File: src/design/cic_consts.vh
`ifndef CIC_CONSTS_VH
`define CIC_CONSTS_VH
// i/o addresses
`define CIC_ADDR_VLOW      8'h33
`define CIC_ADDR_TIC       8'h34
// reset values
`define CIC_VLOW_RST       3'h0
`define CIC_VHIGH_RST      8'h00
`define CIC_EXT_EN_RST     3'h1
`define CIC_SYNC_IDLE      3'h7
`define CIC_LVL_IDLE       1'b1
// trap_int_control fields
`define CIC_TIC_TRAP       7
`define CIC_TIC_FOBJ       6
`define CIC_TIC_EN2        2
`define CIC_TIC_EN1        1
`define CIC_TIC_EN0        0
// vector_low_base field: upper three bits
`define CIC_VLOW_HI        7
`define CIC_VLOW_LO        5
// restart addresses
`define CIC_TRAP_ADDR      16'h0000
`define CIC_NMI_ADDR       16'h0066
// source count and indices in priority order
`define CIC_NSRC           15
`define CIC_SRC_TRAP       0
`define CIC_SRC_NMI        1
`define CIC_SRC_EXT0       2
`define CIC_SRC_EXT1       3
`define CIC_SRC_EXT2       4
`define CIC_SRC_INT_LO     5
`define CIC_NINT           10
// source codes
`define CIC_CODE_NONE      4'hF
`define CIC_CODE_TRAP      4'h0
`define CIC_CODE_NMI       4'h1
`define CIC_CODE_EXT0      4'h2
`define CIC_CODE_EXT1      4'h3
`define CIC_CODE_LAST      4'hE
`endif

File: src/design/cic_prio_enc.v
`timescale 1ns/1ps
`default_nettype none
`include "cic_consts.vh"
module cic_prio_enc
#(
  parameter N = 15
)
(
  // requests, bit 0 highest
  input  wire [N-1:0] req_in,
  // winner
  output reg          any_out,
  output reg  [3:0]   code_out
);
  integer src;
  always @*
  begin
    any_out  = 1'b0;
    code_out = `CIC_CODE_NONE;
    // scan from lowest so the highest wins last
    for (src = N - 1; src >= 0; src = src - 1)
    begin
      if (req_in[src])
      begin
        any_out  = 1'b1;
        code_out = src[3:0];
      end
    end
  end
endmodule
`default_nettype wire

File: src/design/cic_top.v
// Behaviour
// - fifteen sources, fixed priority: trap, nmi, external levels, timers, dma, serial
// - lowest sources: dma channel 1, clocked serial, async serial 0, async serial 1
// - vector-high register forms upper byte of every vectored table address
// - vector-high clears on reset; written only by dedicated transfer instruction
// - low address byte: three vector-low bits plus five fixed per-source bits
// - vector-low register at i/o 0x33, reset to zero
// - control at 0x34 holds external enables bits 2-0; reset 001
// - trap flag bit 7 set by undefined fetch; write 0 clears, 1 ignored
// - read-only fetch-object bit 6 selects stacked counter minus one or two
// - primary flag zero blocks all maskable; disable clears, enable sets it
// - nmi copies primary to secondary then clears primary; nmi return restores
// - load-acc vector/refresh copies secondary flag to parity bit, flags unchanged
// - no requests sampled during enable, disable or load-acc special instructions
// - reset clears both enable flags
// - undefined opcode fetch traps regardless of primary flag, including mode-0 ack
// - trap sets flag, pushes pc, resumes at logical address zero
// - no bus release, refresh, dma or wait cycles right after trap state
// - lines 1 and 2 masked by primary flag and by own enable bits
// - nmi clears dma main enable, pushes pc, resumes at 0x0066
`timescale 1ns/1ps
`default_nettype none
`include "cic_consts.vh"
module cic_top
#(
  parameter NINT = 10
)
(
  // clock and reset
  input  wire            clk_in,
  input  wire            rstn_in,
  // internal i/o bus
  input  wire [7:0]      io_addr_in,
  input  wire [7:0]      io_wdata_in,
  input  wire            io_wr_in,
  input  wire            io_rd_in,
  output reg  [7:0]      io_rdata_out,
  output reg             io_sel_out,
  // sequencer instruction events, one-cycle pulses
  input  wire            enable_op_in,
  input  wire            disable_op_in,
  input  wire            nonmaskable_return_op_in,
  input  wire            maskable_return_op_in,
  input  wire            load_acc_vector_op_in,
  input  wire            load_acc_refresh_op_in,
  input  wire            load_vector_high_op_in,
  input  wire [7:0]      acc_in,
  input  wire            sample_in,
  input  wire            ack_in,
  input  wire            undef_fetch_in,
  input  wire            undef_third_in,
  // request sources
  input  wire            nmi_n_in,
  input  wire            ext_request_line0_n_in,
  input  wire            ext_request_line1_n_in,
  input  wire            ext_request_line2_n_in,
  input  wire [NINT-1:0] int_req_in,
  // to sequencer
  output reg  [7:0]      vector_high_out,
  output reg             pv_out,
  output reg             pv_valid_out,
  output reg             irq_pending_out,
  output reg  [3:0]      irq_code_out,
  output reg  [15:0]     vec_addr_out,
  output reg             vec_direct_out,
  output reg             dma_main_enable_clr_out,
  output reg             trap_bus_state_out,
  output reg             cycle_inhibit_out,
  output reg             primary_enable_flag_out,
  output reg             secondary_enable_flag_out
);
  reg  [7:0] vector_high_r;
  reg  [2:0] vector_low_base_r;
  reg        trap_flag_r;
  reg        fetch_object_flag_r;
  reg  [2:0] ext_en_r;
  reg        primary_enable_flag_r;
  reg        secondary_enable_flag_r;
  reg        nmi_edge_r;
  reg  [2:0] nmi_sync_r;
  reg  [2:0] l0_sync_r;
  reg  [2:0] l1_sync_r;
  reg  [2:0] l2_sync_r;
  reg        nmi_lvl_r;
  reg        l0_lvl_r;
  reg        l1_lvl_r;
  reg        l2_lvl_r;
  wire [`CIC_NSRC-1:0] req_w;
  wire                 any_w;
  wire [3:0]           code_w;
  wire [4:0]           low5_w;
  wire                 spec_op_w;
  wire                 take_w;
  wire                 mask_ok_w;
  reg  [7:0] vlow_rd;
  reg  [7:0] tic_rd;

  // pin synchronisers: a change counts once stages 2 and 3 agree
  // reset to the idle high level so a release never shows a false edge
  always @(posedge clk_in)
  begin
    if (!rstn_in)
    begin
      nmi_sync_r <= `CIC_SYNC_IDLE;
      l0_sync_r  <= `CIC_SYNC_IDLE;
      l1_sync_r  <= `CIC_SYNC_IDLE;
      l2_sync_r  <= `CIC_SYNC_IDLE;
      nmi_lvl_r  <= `CIC_LVL_IDLE;
      l0_lvl_r   <= `CIC_LVL_IDLE;
      l1_lvl_r   <= `CIC_LVL_IDLE;
      l2_lvl_r   <= `CIC_LVL_IDLE;
    end
    else
    begin
      nmi_sync_r <= {nmi_sync_r[1:0], nmi_n_in};
      l0_sync_r  <= {l0_sync_r[1:0], ext_request_line0_n_in};
      l1_sync_r  <= {l1_sync_r[1:0], ext_request_line1_n_in};
      l2_sync_r  <= {l2_sync_r[1:0], ext_request_line2_n_in};
      if (nmi_sync_r[2] == nmi_sync_r[1])
        nmi_lvl_r <= nmi_sync_r[2];
      if (l0_sync_r[2] == l0_sync_r[1])
        l0_lvl_r <= l0_sync_r[2];
      if (l1_sync_r[2] == l1_sync_r[1])
        l1_lvl_r <= l1_sync_r[2];
      if (l2_sync_r[2] == l2_sync_r[1])
        l2_lvl_r <= l2_sync_r[2];
    end
  end

  wire nmi_fall_w = nmi_lvl_r && (nmi_sync_r[2] == nmi_sync_r[1]) && !nmi_sync_r[2];
  wire nmi_taken_w;

  // nmi is edge latched and held until serviced; a new edge beats the clear
  always @(posedge clk_in)
  begin
    if (!rstn_in)
      nmi_edge_r <= 1'b0;
    else if (nmi_fall_w)
      nmi_edge_r <= 1'b1;
    else if (nmi_taken_w)
      nmi_edge_r <= 1'b0;
  end

  assign spec_op_w = enable_op_in | disable_op_in |
                     load_acc_vector_op_in | load_acc_refresh_op_in;
  assign take_w    = sample_in & ~spec_op_w;
  assign mask_ok_w = primary_enable_flag_r;

  // request vector in priority order, bit 0 highest
  assign req_w[`CIC_SRC_TRAP] = undef_fetch_in;
  assign req_w[`CIC_SRC_NMI]  = nmi_edge_r;
  assign req_w[`CIC_SRC_EXT0] = ~l0_lvl_r & ext_en_r[`CIC_TIC_EN0] & mask_ok_w;
  assign req_w[`CIC_SRC_EXT1] = ~l1_lvl_r & ext_en_r[`CIC_TIC_EN1] & mask_ok_w;
  assign req_w[`CIC_SRC_EXT2] = ~l2_lvl_r & ext_en_r[`CIC_TIC_EN2] & mask_ok_w;
  // internal sources: bit NINT-1 is async serial 1, the lowest
  assign req_w[`CIC_NSRC-1:`CIC_SRC_INT_LO] = int_req_in & {NINT{mask_ok_w}};

  cic_prio_enc #(.N(`CIC_NSRC)) u_prio
  (
    .req_in   (req_w),
    .any_out  (any_w),
    .code_out (code_w)
  );

  cic_vec_rom u_rom
  (
    .code_in  (code_w),
    .low5_out (low5_w)
  );

  wire trap_now_w = take_w && any_w && code_w == `CIC_CODE_TRAP;
  wire nmi_now_w  = take_w && any_w && code_w == `CIC_CODE_NMI;
  // trap detected on the fetch itself, never blocked by special ops
  wire trap_evt_w = undef_fetch_in;
  assign nmi_taken_w = nmi_now_w & ack_in;
  wire mask_ack_w = take_w && any_w && ack_in && code_w > `CIC_CODE_NMI;

  // enable flags
  // one update per cycle: nmi accept, then ack or disable, enable, nmi return
  always @(posedge clk_in)
  begin
    if (!rstn_in)
    begin
      primary_enable_flag_r   <= 1'b0;
      secondary_enable_flag_r <= 1'b0;
    end
    else if (nmi_taken_w)
    begin
      secondary_enable_flag_r <= primary_enable_flag_r;
      primary_enable_flag_r   <= 1'b0;
    end
    else if (mask_ack_w || disable_op_in)
    begin
      primary_enable_flag_r   <= 1'b0;
      secondary_enable_flag_r <= 1'b0;
    end
    else if (enable_op_in)
    begin
      primary_enable_flag_r   <= 1'b1;
      secondary_enable_flag_r <= 1'b1;
    end
    else if (nonmaskable_return_op_in)
      primary_enable_flag_r <= secondary_enable_flag_r;
  end

  // only the two mapped addresses respond; others are left to the outside bus
  wire wr_vlow_w = io_wr_in && io_addr_in == `CIC_ADDR_VLOW;
  wire wr_tic_w  = io_wr_in && io_addr_in == `CIC_ADDR_TIC;

  // registers
  always @(posedge clk_in)
  begin
    if (!rstn_in)
    begin
      vector_high_r       <= `CIC_VHIGH_RST;
      vector_low_base_r   <= `CIC_VLOW_RST;
      ext_en_r            <= `CIC_EXT_EN_RST;
      trap_flag_r         <= 1'b0;
      fetch_object_flag_r <= 1'b0;
    end
    else
    begin
      if (load_vector_high_op_in)
        vector_high_r <= acc_in;
      if (wr_vlow_w)
        vector_low_base_r <= io_wdata_in[`CIC_VLOW_HI:`CIC_VLOW_LO];
      if (wr_tic_w)
        ext_en_r <= io_wdata_in[`CIC_TIC_EN2:`CIC_TIC_EN0];
      // set beats a software clear in the same cycle
      if (trap_evt_w)
      begin
        trap_flag_r         <= 1'b1;
        fetch_object_flag_r <= undef_third_in;
      end
      else if (wr_tic_w && !io_wdata_in[`CIC_TIC_TRAP])
        trap_flag_r <= 1'b0;
    end
  end

  // read words built from field positions; unused bits read 0
  always @*
  begin
    vlow_rd = 8'h00;
    vlow_rd[`CIC_VLOW_HI:`CIC_VLOW_LO] = vector_low_base_r;
    tic_rd = 8'h00;
    tic_rd[`CIC_TIC_TRAP] = trap_flag_r;
    tic_rd[`CIC_TIC_FOBJ] = fetch_object_flag_r;
    tic_rd[`CIC_TIC_EN2:`CIC_TIC_EN0] = ext_en_r;
  end

  // outputs, all registered
  always @(posedge clk_in)
  begin
    if (!rstn_in)
    begin
      io_rdata_out              <= 8'h00;
      io_sel_out                <= 1'b0;
      vector_high_out           <= `CIC_VHIGH_RST;
      pv_out                    <= 1'b0;
      pv_valid_out              <= 1'b0;
      irq_pending_out           <= 1'b0;
      irq_code_out              <= `CIC_CODE_NONE;
      vec_addr_out              <= 16'h0000;
      vec_direct_out            <= 1'b0;
      dma_main_enable_clr_out   <= 1'b0;
      trap_bus_state_out        <= 1'b0;
      cycle_inhibit_out         <= 1'b0;
      primary_enable_flag_out   <= 1'b0;
      secondary_enable_flag_out <= 1'b0;
    end
    else
    begin
      io_sel_out   <= (io_rd_in | io_wr_in) &&
                      (io_addr_in == `CIC_ADDR_VLOW || io_addr_in == `CIC_ADDR_TIC);
      io_rdata_out <= 8'h00;
      if (io_rd_in && io_addr_in == `CIC_ADDR_VLOW)
        io_rdata_out <= vlow_rd;
      else if (io_rd_in && io_addr_in == `CIC_ADDR_TIC)
        io_rdata_out <= tic_rd;
      vector_high_out <= vector_high_r;
      pv_valid_out    <= load_acc_vector_op_in | load_acc_refresh_op_in;
      if (load_acc_vector_op_in || load_acc_refresh_op_in)
        pv_out <= secondary_enable_flag_r;
      irq_pending_out <= take_w & any_w;
      irq_code_out    <= (take_w & any_w) ? code_w : `CIC_CODE_NONE;
      vec_direct_out  <= trap_now_w | nmi_now_w | (take_w && code_w == `CIC_CODE_EXT0);
      if (trap_now_w)
        vec_addr_out <= `CIC_TRAP_ADDR;
      else if (nmi_now_w)
        vec_addr_out <= `CIC_NMI_ADDR;
      else
        vec_addr_out <= {vector_high_r, vector_low_base_r, low5_w};
      dma_main_enable_clr_out <= nmi_taken_w;
      trap_bus_state_out      <= trap_now_w & ack_in;
      // one cycle guard after the trap state
      cycle_inhibit_out <= trap_bus_state_out;
      primary_enable_flag_out   <= primary_enable_flag_r;
      secondary_enable_flag_out <= secondary_enable_flag_r;
    end
  end
endmodule
`default_nettype wire

File: src/design/cic_vec_rom.v
`timescale 1ns/1ps
`default_nettype none
`include "cic_consts.vh"
module cic_vec_rom
(
  // source code from the arbiter
  input  wire [3:0] code_in,
  // fixed low five bits of the table address
  output reg  [4:0] low5_out
);
  // codes 3 to 14 map to 0x00,0x02,... in priority order
  wire [3:0] rel_w = code_in - `CIC_CODE_EXT1;
  always @*
  begin
    low5_out = 5'h00;
    if (code_in >= `CIC_CODE_EXT1 && code_in <= `CIC_CODE_LAST)
      low5_out = {rel_w, 1'b0};
  end
endmodule
`default_nettype wire
File: config.mk
export PLATFORM = sky130hd
export DESIGN_NAME = cic_top
export DESIGN_NICKNAME = d
export VERILOG_FILES = /design/src/design/cic_prio_enc.v /design/src/design/cic_top.v /design/src/design/cic_vec_rom.v
export VERILOG_INCLUDE_DIRS = /design/src /design/src/design
export SDC_FILE = /design/constraint.sdc
export NUM_CORES = 1
export LEC_CHECK = 0
export BUFFER_PORTS_ARGS = -buffer_cell sky130_fd_sc_hd__buf_2
export CAP_MARGIN = 10
export CORE_ASPECT_RATIO = 2
export CORE_UTILIZATION = 32
export DETAILED_ROUTE_END_ITERATION = 16
export SYNTH_ARGS = -nofsm -noshare
export SYNTH_HDL_FRONTEND = slang
export SYNTH_SLANG_ARGS = --single-unit
File: constraint.sdc
create_clock -name clk_in -period 3.1 [get_ports clk_in]
set_input_delay 0.62 -clock clk_in [delete_from_list [all_inputs] [get_ports clk_in]]
set_output_delay 0.62 -clock clk_in [all_outputs]
set_load 0.005 [all_outputs]
==> metrics.cfg, run 1 <==
[run_status]
outcome=complete, no violations

[critical_path]
cp_slowest_cell=dfxtp_1
crit_fanout=4
path_class=flip-flop to flip-flop
required_ns=3.32
critPathLaunch=ext_en_r[2]
max_stage_delay_ns=0.33
r2r-start=ext_en_r[2]
crit_path_end=vec_addr_out[1]
cp.depth=11
cp-start-kind=flip-flop
r2r.worst_path.cells=11
critPathBufInv=1
crit_family=compound AO/OA/AOI/OAI gates
cp_cell_sequence=nor2b_1 -> o21ai_0 -> o211ai_1 -> a41o_1 -> buf_4 -> ha_1 -> or2b_1 -> nor4b_1 -> a31oi_1 -> a21oi_1 -> nor2_1
r2r_end=vec_addr_out[1]
endpoint_kind=flip-flop
r2r_setup_slack_ns=0.53
worstPathArrival_ns=2.79

[final_layout]
antenna_cells=0
final_layout_size_suffix_gt1_frac=0.3038
nFillCells=861
register_area_mm2=0.001562
fin_nets=448
area_growth_pct=30.91
layout_commonest_cell=buf_2
multi_input_area_mm2=0.001167
most-common-layout-cells=buf_2 (92), dfxtp_1 (78), nor2_1 (34), nand2_1 (23), and2_1 (20)

[power]
power_leakage_nw=1.699
pwr_density_cell_mw_per_mm2=589.8
power_mw=2.163
vdd_drop_max_mv=0.2690

[global_routing]
grt_max_degree=35
grt_remaining_overflow=0
grt_pass1_vias=2229
grt_pass1_wl_um=9977
antenna_found_initial=0
grt_use_total=0.1513

[timing]
min_period_ns=2.574
setup_viol=0
rsz0062_at_grt=false
fin_worst_hold_slack_ns=0.4062
worst_pin_slew_ns=0.5901
drv_slew=0
skew_ns=0.006620
max_slew_margin=0.6014
fin_tns_setup_ns=0
max_freq_mhz=388.6
hold_violations=0
finalCritPeriodShare=0.8302

[detailed_routing]
drc=0
vias_per_cell=4.665
num_vias=2309
first_iter_violations=127
ant_nets=0
wirelength_um=6274
firstDrtPassIters=4
wl_per_cell_um=12.67

[clock_network]
clkLatencyLatePin_ns=0.33
clockBufferDepth=2
clk_pin_slew_ns=0.06
postCtsSetupRepairBufs=0
cts_max_level=3
cts_resized=0
cts_tree=built
ctsHoldBuffers=0
root_buffer=clkbuf_16
cts_made_buffers=9
cts.sink_count=78

[floorplanning]
start_util=0.3262
fp.coreArea_mm2=0.008588
die_x_um=68.16
io_pins=99
rows=48
die_h_um=134.3
die_area_mm2=0.009155

[synthesis]
ys_async_sr_fraction=0
synth-main-ff-cell=dfxtp_1
yosys.area.top_type=dfxtp_1
synth_top_area_frac=0.5574
avgSynthCellArea_um2=9.660
synth_cells=290
yosys_register_bits=78
yosysUniqueCellTypes=46
synth-edff-count=0
synth_area_leaders=dfxtp_1 (56%), nor2_1 (4.6%), and2_1 (4.5%)
synth_seq_area_share=0.5574
syn-cell-area_mm2=0.002801
ys_warn_count=0

[placement]
port_buffers=92
dp_hpwl_um=4853
place.gp.congestion=0.8210

[flow_run]
cap_violations=0

[worst_hold_path]
hold_path.class=flip-flop to flip-flop

[synth_stat cells (all sizes together) (2+ instances only)]
library cell	count
dfxtp	78
nor2	34
nand2	24
and2	20
a21oi	17
o21ai	17
nand2b	14
mux2i	9
nand3	9
clkbuf	7
inv	7
and3	6
ha	5
nor2b	5
nor3	5
buf	4
a22oi	2
nor4b	2
o211a	2
o31ai	2
[routing by layer]
layer / track usage / vias to the layer above / wire, um
li1: - / 1185 / -
met1: 0.1378 / 1050 / 2163
met2: 0.2783 / 60 / 3653
met3: 0.03997 / 14 / 251
met4: 0.09028 / 0 / 206
met5: 0 / - / 0
[cell families after synthesis]
group	count (synthesis)	share of synthesized area
AND/OR/NAND/NOR	126	0.2372
adder cells (fa/ha/maj)	5	0.02233
multiplexers	9	0.03216
flip-flops	78	0.5574
AO/OA/AOI/OAI	52	0.1179
XOR/XNOR	1	0.003127
buffers and inverters	18	0.02859
other	1	0.001339
[per-stage QoR]
stage          cells  cell area (um^2)  setup slack, ns  utilization
2_1_floorplan    292              2809           0.3794            -
3_3_place_gp     479              3386           0.2440       0.3942
3_5_place_dp     479              3386           0.2079       0.3942
4_1_cts          495              3667           0.5325       0.4270
5_1_grt          495              3667           0.2411       0.4270
6_report         495              3667           0.5264       0.4270
[registers in the layout (all words and copies together) (netlist names), 3 cells and up]
signal and count:
l1_sync_r 3, nmi_sync_r 3, io_rdata_out 6, vector_high_out 8, vector_high_r 8, irq_code_out 4, ext_en_r 3, vec_addr_out 15
l2_sync_r 3, l0_sync_r 3, vector_low_base_r 3
[layout make-up]
class,count,area share
clock buffer,9,0.06141
clock inverter,7,0.01535
inverter,7,0.007165
multi-input combinational,196,0.3183
sequential,78,0.4258
tap,100,0.03412
timing repair buffer,98,0.1378
[where the power goes]
part           switching (mW)  internal [mW]
Combinational          0.0834         0.0746
Clock                   0.410          0.551
Sequential             0.0110           1.03
Total                   0.505           1.66
[how the worst min path moves through the flow]
stage	start	end	slack [ns]	depth (start not counted)
finish	l2_sync_r[0]	l2_sync_r[1]	0.41	1
floorplan	l0_sync_r[0]	l0_sync_r[1]	0.39	1
global route	l1_sync_r[0]	l1_sync_r[1]	0.43	1
global placement	l0_sync_r[0]	l0_sync_r[1]	0.39	1
detailed placement	l1_sync_r[0]	l1_sync_r[1]	0.39	1
CTS	l1_sync_r[0]	l1_sync_r[1]	0.41	1
(Power assumes the default switching activity.)
==> run 2, diff against run 1 <==
Clock period 3.1 ns to 2.1 ns, I/O delays scaled along.
==> metrics.cfg, run 2 (synthesis gave the netlist of run 1 again) <==
[clock_network]
clk_pin_slew_ns=0.06
cts_max_level=3
cts.sink_count=78
clockBufferDepth=2
clkLatencyLatePin_ns=0.33
root_buffer=clkbuf_16
ctsHoldBuffers=0
cts_made_buffers=9
cts_tree=built

[final_layout]
layout_commonest_cell=buf_2
largest_register_ffs=15
most-common-layout-cells=buf_2 (92), dfxtp_1 (75), buf_4 (37), nor2_1 (33), nand2_1 (22)
regMostFlops=vec_addr_out
antenna_cells=0
area_growth_pct=44.93
nFillCells=860
reg.largest.list=vec_addr_out x15, vector_high_out x8, vector_high_r x8
fin_nets=480
final_layout_size_suffix_gt1_frac=0.4005

[floorplanning]
fp.coreArea_mm2=0.008588
rows=48
io_pins=99
start_util=0.3262
die_h_um=134.3
die_area_mm2=0.009155
die_x_um=68.16

[global_routing]
grt_pass1_vias=2423
grt_pass1_wl_um=10820
grt_max_degree=24
grt_use_total=0.1628
antenna_found_initial=0
grt_remaining_overflow=0

[timing]
hold_violations=0
drv_slew=0
setup_viol=13
finalCritPeriodShare=1.070
skew_ns=0.004619
worst_slack_ns=-0.1471
fin_worst_hold_slack_ns=0.2635
rsz0062_at_grt=true
fin_tns_setup_ns=-1.140
max_freq_mhz=445.0
min_period_ns=2.247

[critical_path]
r2r.worst_path.cells=11
critPathBufInv=1
worstPathArrival_ns=2.47
endpoint_kind=flip-flop
cp.depth=11
cp_slowest_cell=dfxtp_2
cp-start-kind=flip-flop
r2r_end=vec_addr_out[1]
crit_family=compound AO/OA/AOI/OAI gates
r2r-start=ext_en_r[0]
crit_path_end=vec_addr_out[1]
critPathLaunch=ext_en_r[0]
r2r_setup_slack_ns=-0.15
required_ns=2.32
cp_cell_sequence=nor2b_4 -> o21a_1 -> a311o_1 -> nand2_2 -> inv_2 -> ha_2 -> or2b_1 -> nor4b_4 -> a31oi_2 -> a21oi_1 -> nor2_1
crit_fanout=3
max_stage_delay_ns=0.33
path_class=flip-flop to flip-flop

[run_status]
outcome=finished, violations left
failed_checks=setup timing

[detailed_routing]
wl_per_cell_um=13.09
wirelength_um=6901
firstDrtPassIters=4
ant_nets=0
num_vias=2446
first_iter_violations=75
drc=0
vias_per_cell=4.641

[power]
power_mw=3.505
power_leakage_nw=1.901
pwr_density_cell_mw_per_mm2=863.2
vdd_drop_max_mv=0.4332

[flow_run]
cap_violations=0

[worst_hold_path]
hold_path.class=primary input to flip-flop

[placement]
place.gp.congestion=0.8188
port_buffers=92
dp_hpwl_um=5326

-- run 2: cell types whose count changed in the layout (fill, tap and decap cells not counted), sizes merged --
cell | previous run | this run
buf | 98 | 130
bufinv | 0 | 2
clkinv | 3 | 1
-- run 2: routing by layer --
metal / routed length [um] / vias up / GRT usage
li1: - / 1246 / -
met1: 2338 / 1122 / 0.1419
met2: 4074 / 63 / 0.3099
met3: 263 / 15 / 0.04082
met4: 225 / 0 / 0.09259
met5: 0 / - / 0
-- run 2: where the power goes --
group / leakage [nW] / switching [mW] / internal [mW]
logic: 1.10 / 0.143 / 0.145
clock network: 0.159 / 0.616 / 1.06
registers: 0.637 / 0.0184 / 1.52
total: 1.90 / 0.777 / 2.73
-- run 2: through the flow --
stage / setup WS [ns] / instances / util / cell area, um^2
final: -0.1471 / 527 / 0.4728 / 4060
after global routing: -0.2284 / 527 / 0.4728 / 4060
after CTS: -0.1135 / 526 / 0.4697 / 4034
after detailed placement: -0.3618 / 509 / 0.4250 / 3650
after global placement: -0.3153 / 509 / 0.4250 / 3650
after floorplan: -0.1098 / 292 / - / 2850
-- run 2: layout make-up --
| class | instances | area [um^2] | area share |
|---|---|---|---|
| multi-input cells | 196 | 1261 | 0.3106 |
| well taps | 100 | 125.1 | 0.03082 |
| clock buffers | 9 | 225.2 | 0.05547 |
| flip-flops and latches | 78 | 1568 | 0.3861 |
| repair buffers | 130 | 749.5 | 0.1846 |
| clock inverters | 7 | 105.1 | 0.02589 |
| inverters | 7 | 26.28 | 0.006472 |
-- run 2: what timing repair did --
action,in CTS,in global routing
buffers inserted,1,1
gates resized for setup,16,3
pin swaps,7,3
setup endpoints to repair,20,19
-- run 2: worst min path at each step --
stage                      startpoint             to  depth (start not counted)
4_1_cts        ext_request_line0_n_in   l0_sync_r[0]                          2
2_1_floorplan            l0_sync_r[0]   l0_sync_r[1]                          1
3_3_place_gp             l1_sync_r[0]   l1_sync_r[1]                          1
3_5_place_dp            nmi_sync_r[0]  nmi_sync_r[1]                          1
6_report       ext_request_line2_n_in   l2_sync_r[0]                          2
5_1_grt        ext_request_line0_n_in   l0_sync_r[0]                          2
